**config.mk**
```make
export PLATFORM = sky130hd
export DESIGN_NAME = axis_home_and_sync_trigger
export DESIGN_NICKNAME = d
export VERILOG_FILES = /design/src/pkg/axis_home_and_sync_trigger_pkg.sv /design/src/rtl/axis_home_and_sync_trigger.sv
export VERILOG_INCLUDE_DIRS = /design/src /design/src/pkg
export SDC_FILE = /design/constraint.sdc
export NUM_CORES = 1
export LEC_CHECK = 0
export BUFFER_PORTS_ARGS = -buffer_cell sky130_fd_sc_hd__buf_2
export CORE_AREA = 2 2 156 173
export DETAILED_ROUTE_END_ITERATION = 10
export DIE_AREA = 0 0 158 175
export GPL_TIMING_DRIVEN = 1
export PLACE_DENSITY = 0.88
export SLEW_MARGIN = 20
export SYNTH_ARGS = -nofsm -noshare
export SYNTH_HDL_FRONTEND = slang
export SYNTH_SLANG_ARGS = --single-unit
```
**constraint.sdc**
```tcl
create_clock -name i_clk -period 4.2 [get_ports i_clk]
set_input_delay 0.21 -clock i_clk [delete_from_list [all_inputs] [get_ports i_clk]]
set_output_delay 0.21 -clock i_clk [all_outputs]
set_load 0.05 [all_outputs]
```
**src/pkg/axis_home_and_sync_trigger_params.svh**
```systemverilog
// Register offsets, field positions, reset values and command codes.
`ifndef AXIS_HOME_AND_SYNC_TRIGGER_PARAMS_SVH
`define AXIS_HOME_AND_SYNC_TRIGGER_PARAMS_SVH
`define OFS_HOME_MODE 6'h00
`define OFS_COMMAND 6'h04
`define OFS_OFFSET_COUNT 6'h08
`define OFS_DRIVE_SPEED 6'h0C
`define OFS_HOME_SPEED 6'h10
`define OFS_SYNC_TRIGGER_SELECT 6'h14
`define OFS_AXIS_CONFIG 6'h18
`define OFS_AXIS_ERROR_STATUS 6'h1C
`define OFS_LOGICAL_POSITION 6'h20
`define MODE_DIR_BIT 0
`define MODE_AND_HOME_BIT 1
`define MODE_CLEAR_POS_BIT 2
`define MODE_SKIP_NEAR_BIT 3
`define CFG_COMPARE_SOURCE_BIT 5
`define ERR_LIMIT_PLUS_BIT 2
`define ERR_LIMIT_MINUS_BIT 3
`define ERR_INDEX_BIT 7
`define STATUS_BUSY_BIT 8
`define CMD_POSITION_READ 8'h10
`define CMD_SYNC_ACTIVATE 8'h64
`define CMD_HOME_START 8'h62
`define CMD_OWN_AXIS_BIT 8
`define SEL_OTHER_LSB 13
`define RST_HOME_MODE 4'h0
`define RST_SPEED 16'h0063
`define RST_OFFSET_COUNT 32'h0000_0000
`endif

```
**src/pkg/axis_home_and_sync_trigger_pkg.sv**
```systemverilog
// Types shared by the home search and synchronous trigger block.
package axis_home_and_sync_trigger_pkg;
    typedef enum logic [2:0] {
        HS_IDLE,
        HS_NEAR,
        HS_HOME,
        HS_INDEX,
        HS_OFFSET
    } home_state_e;
endpackage

```
**src/rtl/axis_home_and_sync_trigger.sv**
```systemverilog
// Per-axis home search sequencer and synchronous action trigger logic.
// Notes on behaviour
// - Home search runs four stages alone: fast, slow home, slow index, offset.
// - Index stage pulses at home speed, no ramp, halts at index.
// - Optionally index stage stops only when index and home are both active.
// - Index already active at index stage start sets error D7, ends search.
// - Search limit active before index stage sets D2/D3, ends search.
// - Search limit during index stage aborts, sets D2/D3, ends search.
// - Offset stage emits exactly the programmed pulse count at drive speed.
// - Optionally both position counters clear after the offset move.
// - Limit before or during offset stage stops with D2/D3 error.
// - Ten trigger events, each enabled by its bit, D4 start, D5 end.
// - D0 fires at counter at or above upper compare, source from config D5.
// - D1 fires when counter drops below upper compare.
// - D2 fires below lower compare, D3 at or above lower compare.
// - D6 and D7 fire on rising and falling trigger input edges.
// - D8 fires on the position read command 10h.
// - D9 fires on an activation command addressed to this axis.
// - D13 to D15 pass the trigger on to the other three axes.
`timescale 1ns/1ps
`include "axis_home_and_sync_trigger_params.svh"
module axis_home_and_sync_trigger #(
    parameter int SPEED_W = 16
) (
    // Clock, reset and clock enable
    input wire logic i_clk,
    input wire logic i_arst_n,
    input wire logic i_ce,
    // Avalon-MM slave
    input wire logic [5:0] i_address,
    input wire logic i_read,
    input wire logic i_write,
    input wire logic [31:0] i_writedata,
    output logic [31:0] o_readdata,
    output logic o_waitrequest,
    // Sensor pins
    input wire logic i_limit_plus,
    input wire logic i_limit_minus,
    input wire logic i_near_home,
    input wire logic i_home_sensor_input,
    input wire logic i_encoder_index_input,
    input wire logic i_sync_trigger_input,
    // Position and compare values
    input wire logic signed [31:0] i_real_pos,
    input wire logic signed [31:0] i_comp_upper,
    input wire logic signed [31:0] i_comp_lower,
    output logic o_real_pos_clear,
    // Drive pulses
    output logic o_pulse_plus,
    output logic o_pulse_minus,
    // Synchronous action
    input wire logic [2:0] i_cross_activate,
    output logic o_sync_action,
    output logic [2:0] o_other_axis_activate
);
    // ----------------------------------------------------------------
    // Pin synchronisers
    // ----------------------------------------------------------------
    logic [5:0] pin_raw;
    logic [5:0] sync1_reg;
    logic [5:0] sync2_reg;
    assign pin_raw = {i_sync_trigger_input, i_encoder_index_input, i_home_sensor_input,
                      i_near_home, i_limit_minus, i_limit_plus};
    genvar g;
    generate
        for (g = 0; g < 6; g++) begin : g_sync
            always_ff @(posedge i_clk or negedge i_arst_n) begin
                if (!i_arst_n) begin
                    sync1_reg[g] <= 1'b0;
                    sync2_reg[g] <= 1'b0;
                end else if (i_ce) begin
                    sync1_reg[g] <= pin_raw[g];
                    sync2_reg[g] <= sync1_reg[g];
                end
            end
        end
    endgenerate
    logic lim_p, lim_m, near_s, home_s, idx_s, trig_s;
    assign {trig_s, idx_s, home_s, near_s, lim_m, lim_p} = sync2_reg;

    // ----------------------------------------------------------------
    // Register bus
    // ----------------------------------------------------------------
    logic ack_reg;
    logic wr_en;
    logic [3:0] mode_reg;
    logic [31:0] offset_count_reg;
    logic [SPEED_W-1:0] drive_speed_reg;
    logic [SPEED_W-1:0] home_speed_reg;
    logic [15:0] sync_trigger_select_reg;
    logic [15:0] axis_config_reg;
    logic [7:0] err_reg;
    logic signed [31:0] lpos_reg;
    axis_home_and_sync_trigger_pkg::home_state_e state_reg;
    logic busy;
    logic cmd_wr;
    logic home_start, position_read_trigger_cmd, own_cmd;
    // One wait cycle lets read data come straight from a flip-flop.
    assign o_waitrequest = (i_read | i_write) & ~ack_reg;
    assign wr_en = i_write & ack_reg;
    assign busy = state_reg != axis_home_and_sync_trigger_pkg::HS_IDLE;
    assign cmd_wr = wr_en && i_address == `OFS_COMMAND;
    assign home_start = cmd_wr && i_writedata[7:0] == `CMD_HOME_START;
    assign position_read_trigger_cmd = cmd_wr && i_writedata[7:0] == `CMD_POSITION_READ;
    assign own_cmd = cmd_wr && i_writedata[7:0] == `CMD_SYNC_ACTIVATE
                     && i_writedata[`CMD_OWN_AXIS_BIT];
    always_ff @(posedge i_clk or negedge i_arst_n) begin
        if (!i_arst_n) begin
            ack_reg <= 1'b0;
            o_readdata <= 32'h0000_0000;
        end else if (i_ce) begin
            ack_reg <= (i_read | i_write) & ~ack_reg;
            if (i_read & ~ack_reg) begin
                if (i_address == `OFS_HOME_MODE) begin
                    o_readdata <= {28'h000_0000, mode_reg};
                end else if (i_address == `OFS_OFFSET_COUNT) begin
                    o_readdata <= offset_count_reg;
                end else if (i_address == `OFS_DRIVE_SPEED) begin
                    o_readdata <= 32'(drive_speed_reg);
                end else if (i_address == `OFS_HOME_SPEED) begin
                    o_readdata <= 32'(home_speed_reg);
                end else if (i_address == `OFS_AXIS_CONFIG) begin
                    o_readdata <= {16'h0000, axis_config_reg};
                end else if (i_address == `OFS_AXIS_ERROR_STATUS) begin
                    o_readdata <= {23'h00_0000, busy, err_reg};
                end else if (i_address == `OFS_LOGICAL_POSITION) begin
                    o_readdata <= lpos_reg;
                end else begin
                    o_readdata <= 32'h0000_0000;
                end
            end
        end
    end
    always_ff @(posedge i_clk or negedge i_arst_n) begin
        if (!i_arst_n) begin
            mode_reg <= `RST_HOME_MODE;
            offset_count_reg <= `RST_OFFSET_COUNT;
            drive_speed_reg <= SPEED_W'(`RST_SPEED);
            home_speed_reg <= SPEED_W'(`RST_SPEED);
            sync_trigger_select_reg <= 16'h0000;
            axis_config_reg <= 16'h0000;
        end else if (i_ce && wr_en) begin
            if (i_address == `OFS_HOME_MODE) begin
                mode_reg <= i_writedata[3:0];
            end else if (i_address == `OFS_OFFSET_COUNT) begin
                offset_count_reg <= i_writedata;
            end else if (i_address == `OFS_DRIVE_SPEED) begin
                drive_speed_reg <= i_writedata[SPEED_W-1:0];
            end else if (i_address == `OFS_HOME_SPEED) begin
                home_speed_reg <= i_writedata[SPEED_W-1:0];
            end else if (i_address == `OFS_SYNC_TRIGGER_SELECT) begin
                sync_trigger_select_reg <= i_writedata[15:0];
            end else if (i_address == `OFS_AXIS_CONFIG) begin
                axis_config_reg <= i_writedata[15:0];
            end
        end
    end

    // ----------------------------------------------------------------
    // Home search sequencer
    // ----------------------------------------------------------------
    logic dir, lim_dir, step, index_hit;
    logic [31:0] remain_reg;
    logic [SPEED_W-1:0] rate_reg, period;
    logic [2:0] lim_err_bit;
    logic finish_clear;
    assign dir = mode_reg[`MODE_DIR_BIT];
    assign lim_dir = dir ? lim_m : lim_p;
    assign lim_err_bit = dir ? 3'(`ERR_LIMIT_MINUS_BIT) : 3'(`ERR_LIMIT_PLUS_BIT);
    assign index_hit = idx_s && (!mode_reg[`MODE_AND_HOME_BIT] || home_s);
    assign finish_clear = state_reg == axis_home_and_sync_trigger_pkg::HS_OFFSET
                          && !lim_dir && remain_reg == 32'h0000_0000
                          && mode_reg[`MODE_CLEAR_POS_BIT];
    always_ff @(posedge i_clk or negedge i_arst_n) begin
        if (!i_arst_n) begin
            state_reg <= axis_home_and_sync_trigger_pkg::HS_IDLE;
            err_reg <= 8'h00;
            remain_reg <= 32'h0000_0000;
        end else if (i_ce) begin
            case (state_reg)
                axis_home_and_sync_trigger_pkg::HS_IDLE: begin
                    if (home_start) begin
                        err_reg <= 8'h00;
                        state_reg <= mode_reg[`MODE_SKIP_NEAR_BIT]
                            ? axis_home_and_sync_trigger_pkg::HS_HOME
                            : axis_home_and_sync_trigger_pkg::HS_NEAR;
                    end
                end
                axis_home_and_sync_trigger_pkg::HS_NEAR: begin
                    if (near_s || lim_dir) begin
                        state_reg <= axis_home_and_sync_trigger_pkg::HS_HOME;
                    end
                end
                axis_home_and_sync_trigger_pkg::HS_HOME: begin
                    if (home_s || lim_dir) begin
                        if (home_s && idx_s) begin
                            err_reg[`ERR_INDEX_BIT] <= 1'b1;
                            state_reg <= axis_home_and_sync_trigger_pkg::HS_IDLE;
                        end else if (lim_dir) begin
                            err_reg[lim_err_bit] <= 1'b1;
                            state_reg <= axis_home_and_sync_trigger_pkg::HS_IDLE;
                        end else begin
                            state_reg <= axis_home_and_sync_trigger_pkg::HS_INDEX;
                        end
                    end
                end
                axis_home_and_sync_trigger_pkg::HS_INDEX: begin
                    if (lim_dir) begin
                        err_reg[lim_err_bit] <= 1'b1;
                        state_reg <= axis_home_and_sync_trigger_pkg::HS_IDLE;
                    end else if (index_hit) begin
                        remain_reg <= offset_count_reg;
                        state_reg <= axis_home_and_sync_trigger_pkg::HS_OFFSET;
                    end
                end
                axis_home_and_sync_trigger_pkg::HS_OFFSET: begin
                    if (lim_dir) begin
                        err_reg[lim_err_bit] <= 1'b1;
                        state_reg <= axis_home_and_sync_trigger_pkg::HS_IDLE;
                    end else if (remain_reg == 32'h0000_0000) begin
                        state_reg <= axis_home_and_sync_trigger_pkg::HS_IDLE;
                    end else if (step) begin
                        remain_reg <= remain_reg - 32'h0000_0001;
                    end
                end
                default: begin
                    state_reg <= axis_home_and_sync_trigger_pkg::HS_IDLE;
                end
            endcase
        end
    end

    // ----------------------------------------------------------------
    // Pulse generator
    // ----------------------------------------------------------------
    // Constant rate with no ramp: the slow stages stop within one pulse.
    assign period = (state_reg == axis_home_and_sync_trigger_pkg::HS_NEAR
                     || state_reg == axis_home_and_sync_trigger_pkg::HS_OFFSET)
                    ? drive_speed_reg : home_speed_reg;
    assign step = busy && !lim_dir && rate_reg >= period
                  && !(state_reg == axis_home_and_sync_trigger_pkg::HS_INDEX && index_hit)
                  && !(state_reg == axis_home_and_sync_trigger_pkg::HS_OFFSET
                       && remain_reg == 32'h0000_0000);
    always_ff @(posedge i_clk or negedge i_arst_n) begin
        if (!i_arst_n) begin
            rate_reg <= '0;
            o_pulse_plus <= 1'b0;
            o_pulse_minus <= 1'b0;
        end else if (i_ce) begin
            rate_reg <= (step || !busy) ? '0 : rate_reg + 1'b1;
            o_pulse_plus <= step && !dir;
            o_pulse_minus <= step && dir;
        end
    end
    always_ff @(posedge i_clk or negedge i_arst_n) begin
        if (!i_arst_n) begin
            lpos_reg <= 32'sh0000_0000;
            o_real_pos_clear <= 1'b0;
        end else if (i_ce) begin
            o_real_pos_clear <= finish_clear;
            if (finish_clear) begin
                lpos_reg <= 32'sh0000_0000;
            end else if (step) begin
                lpos_reg <= dir ? lpos_reg - 32'sh0000_0001 : lpos_reg + 32'sh0000_0001;
            end
        end
    end

    // ----------------------------------------------------------------
    // Synchronous action trigger
    // ----------------------------------------------------------------
    logic signed [31:0] pos;
    logic [3:0] cond, cond_reg;
    logic busy_reg, trig_reg;
    logic [9:0] events;
    logic fire;
    assign pos = axis_config_reg[`CFG_COMPARE_SOURCE_BIT] ? i_real_pos : lpos_reg;
    assign cond = {pos >= i_comp_lower, pos < i_comp_lower,
                   pos < i_comp_upper, pos >= i_comp_upper};
    assign events = {own_cmd, position_read_trigger_cmd, trig_reg & ~trig_s, ~trig_reg & trig_s,
                     busy_reg & ~busy, ~busy_reg & busy, cond & ~cond_reg};
    assign fire = |(events & sync_trigger_select_reg[9:0]);
    // Cross activations are not passed on again, so axes cannot loop.
    always_ff @(posedge i_clk or negedge i_arst_n) begin
        if (!i_arst_n) begin
            cond_reg <= 4'h0;
            busy_reg <= 1'b0;
            trig_reg <= 1'b0;
            o_sync_action <= 1'b0;
            o_other_axis_activate <= 3'h0;
        end else if (i_ce) begin
            cond_reg <= cond;
            busy_reg <= busy;
            trig_reg <= trig_s;
            o_sync_action <= fire | (|i_cross_activate);
            o_other_axis_activate <= {3{fire}} & sync_trigger_select_reg[15:`SEL_OTHER_LSB];
        end
    end
endmodule

```
==> results_dict.tcl <==
set metrics [dict create \
    cp_slowest_cell "dfrtp_1" \
    nFillCells 1908 \
    antenna_found_initial 0 \
    tns_ns 0 \
    outcome "complete, no violations" \
    die_w_um 158 \
    endpoint "remain_reg[2]$_DFFE_PN0P_" \
    syn-cell-area_um2 15100 \
    ys_async_sr_fraction 1.00 \
    nets 2031 \
    fin_ws_ns 0.354 \
    drt-initial-drc-count 1336 \
    fmax_mhz 260 \
    drt_wl_total_mm 43.1 \
    die_y_um 175 \
    finalCritPeriodShare 0.916 \
    syn_inst 1571 \
    reg2reg_to "remain_reg[2]$_DFFE_PN0P_" \
    ys_warn_count 0 \
    maxSlewHeadroom 0.297 \
    startpoint "state_reg[2]$_DFFE_PN0P_" \
    core_um2 25900 \
    cts_tree "done" \
    pre_cts_ws_ns 0.362 \
    drive_gt1_frac 0.239 \
    grt_usage 0.314 \
    final_hold_viol_count 0 \
    cts_sinks 241 \
    synth-edff-count 0 \
    diodes 0 \
    slowest_delay_ns 0.53 \
    cts.path.max_buffers 3 \
    ant_nets 0 \
    critical-path-top-delay-family "compound AO/OA/AOI/OAI gates" \
    cp-end-kind "flip-flop" \
    yosysSeqAreaShare 0.400 \
    syn-num-nets 1832 \
    crit_required_ns 4.57 \
    ctsRootBufferMaster "clkbuf_16" \
    vias 13497 \
    grt_pass1_wl_mm 69.2 \
    hpwl_mm 30.3 \
    wl_per_cell_um 20.1 \
    p_leak_uw 0.00858 \
    htree_levels 1 \
    overflow 0 \
    startpoint_type "flip-flop" \
    grt_max_degree 112 \
    path_cells "xnor2_1 -> nor2_1 -> buf_4 -> mux2i_1 -> ha_1 -> a21o_1 -> a21o_1 -> a21oi_1 -> nor2_1 -> a211oi_1 -> a21o_1 -> nor2_2 -> o21ai_2 -> buf_4 -> nor2_1 -> a2bb2oi_1" \
    synth.distinct_cells 79 \
    routabilityCongestion 0.980 \
    start_util 0.583 \
    fin_area_um2 17500 \
    r2r_cells 16 \
    slew_viol_final 0 \
    syn-mean-instance-area_um2 9.61 \
    clk_pin_slew_ns 0.07 \
    dpl_cell_area_um2 16400 \
    setup_viol 0 \
    powerDensity_nw_per_um2 539 \
    insertion_delay_ns 0.53 \
    critPathKind "flip-flop to flip-flop" \
    cap_viol_max_count 0 \
    worstReg2RegStart "state_reg[2]$_DFFE_PN0P_" \
    crit_cells 16 \
    worstMarginPinSlew_ns 1.05 \
    fin_crit_ns 3.85 \
    rows 62 \
    peakVddDrop_uv 271 \
    post_cts_buffers 0 \
    drc_errors 0 \
    rsz0062_at_grt "no" \
    reg2reg_slack_ns 0.35 \
    critPathMaxFanout 39 \
    ios 188 \
    vias_per_cell 6.31 \
    die_area_um2 27700 \
    hold_path.class "primary input to flip-flop" \
    cts_buffers 24 \
    ys_ff_latch 241 \
    area_delta_synth_final_pct 16.2 \
    crit_arrival_ns 4.21 \
    grt_pass1_vias 13479 \
    cp_num_buf_inv 2 \
    fin_skew_ns 0.0243 \
    dr.pass1.iters 6 \
    io_buffers 187 \
    ys.flop_type "dfrtp_1" \
]
-- stage by stage --
step | util | power [uW] | hold slack, ns | cells
2_1_floorplan | - | 5950 | -0.0856 | 1571
3_3_place_gp | 0.634 | 6860 | 0.314 | 2068
3_5_place_dp | 0.634 | 7040 | 0.333 | 2068
4_1_cts | 0.677 | 9370 | 0.0356 | 2140
5_1_grt | 0.677 | 10000 | 0.0379 | 2140
6_report | 0.677 | 9460 | 0.0520 | 2140
-- area by class of cell --
type | instances | area, um^2 | share of cell area
Multi-Input combinational cell | 1168 | 8420 | 0.480
Timing Repair Buffer | 241 | 1450 | 0.0824
Sequential cell | 241 | 6040 | 0.344
Inverter | 94 | 353 | 0.0201
Clock buffer | 37 | 731 | 0.0416
Clock inverter | 7 | 115 | 0.00656
Tap cell | 352 | 440 | 0.0251
-- how the worst min path moves through the flow --
stage / startpoint / endpoint / cells past startpoint
after detailed placement: i_arst_n / cond_reg[2]$_DFFE_PN0P_ / 1
after floorplan: i_arst_n / ack_reg$_DFFE_PN0P_ / 0
after CTS: i_writedata[4] / home_speed_reg[4]$_DFFE_PN0P_ / 2
final: i_writedata[13] / sync_trigger_select_reg[13]$_DFFE_PN0P_ / 2
after global routing: i_writedata[14] / sync_trigger_select_reg[14]$_DFFE_PN0P_ / 2
after global placement: i_arst_n / cond_reg[2]$_DFFE_PN0P_ / 1
-- routing by layer --
| metal | up-vias | global-route usage | share of wire |
|---|---|---|---|
| met5 | - | 0 | 0 |
| met3 | 188 | 0.0513 | 0.077 |
| met1 | 6446 | 0.395 | 0.39 |
| li1 | 6105 | - | - |
| met2 | 758 | 0.525 | 0.49 |
| met4 | 0 | 0.154 | 0.050 |
-- worst reg2reg max path: stages, from the launching register on --
cell       delay, ns
dfrtp_1         0.53
xnor2_1         0.20
nor2_1          0.19
buf_4           0.32
mux2i_1         0.24
ha_1            0.26
a21o_1          0.18
a21o_1          0.17
a21oi_1         0.15
nor2_1          0.05
a211oi_1        0.32
a21o_1          0.27
nor2_2          0.08
o21ai_2         0.11
buf_4           0.35
nor2_1          0.12
a2bb2oi_1       0.15
-- where the power goes --
group,total [uW],switching [uW],internal [uW]
registers,3180,492,2690
clock network,2300,915,1380
logic,3980,2270,1710
total,9460,3680,5780
-- cells in the final DEF (no fill, tap or decap), types with 24 or more instances in the layout --
cell,instances
dfrtp_1,233
buf_2,186
mux2_2,145
o21ai_0,125
ha_1,112
a21oi_1,111
nor2_1,109
nand2_1,104
inv_1,94
nand3_1,65
a21o_1,34
nor3_1,33
mux2i_1,32
a22oi_1,30
dlygate4sd3_1,28
clkbuf_16,25
buf_4,24
-- cells by family (layout without fill, tap and decap cells) --
logic type / count (synthesis) / after routing / synth area share
xor gates and xnor gates: 36 / 36 / 0.0209
and+or+nand+nor: 427 / 427 / 0.141
AOI/OAI and AO/OA: 415 / 415 / 0.172
DFF: 241 / 241 / 0.400
muxes: 177 / 177 / 0.129
buffers and inverters: 162 / 379 / 0.0425
adders and majority gates: 113 / 113 / 0.0941
-- what timing repair did --
item / 4_1_cts / 5_1_grt
hold buffers: 28 / 0
gates resized for setup: 0 / 1
endpoints found under the hold margin: 137 / 0
setup endpoints to repair: 0 / 4
-- synthesized netlist by cell type, types with 9 or more instances --
| library cell | number | area [um^2] |
|---|---|---|
| xnor2_1 | 19 | 166 |
| nor2_1 | 109 | 409 |
| dfrtp_1 | 233 | 5830 |
| o221ai_1 | 10 | 87.6 |
| nand4_1 | 16 | 100 |
| nor2b_1 | 12 | 75.1 |
| inv_1 | 94 | 353 |
| nand3_1 | 65 | 325 |
| clkbuf_1 | 48 | 180 |
| a21oi_1 | 111 | 556 |
| o21a_1 | 11 | 82.6 |
| a31oi_1 | 10 | 62.6 |
| xor2_1 | 17 | 149 |
| and3_1 | 13 | 81.3 |
| buf_1 | 9 | 33.8 |
| o21ai_0 | 125 | 626 |
| nor3_1 | 33 | 165 |
| mux2_2 | 145 | 1630 |
| a21o_1 | 34 | 255 |
| nor4_1 | 12 | 75.1 |
| a22oi_1 | 30 | 225 |
| ha_1 | 112 | 1400 |
| nand2b_1 | 12 | 75.1 |
| or3_1 | 9 | 56.3 |
| nand2_1 | 105 | 394 |
| mux2i_1 | 32 | 320 |
No activity file was read; power rests on OpenSTA's default activity.
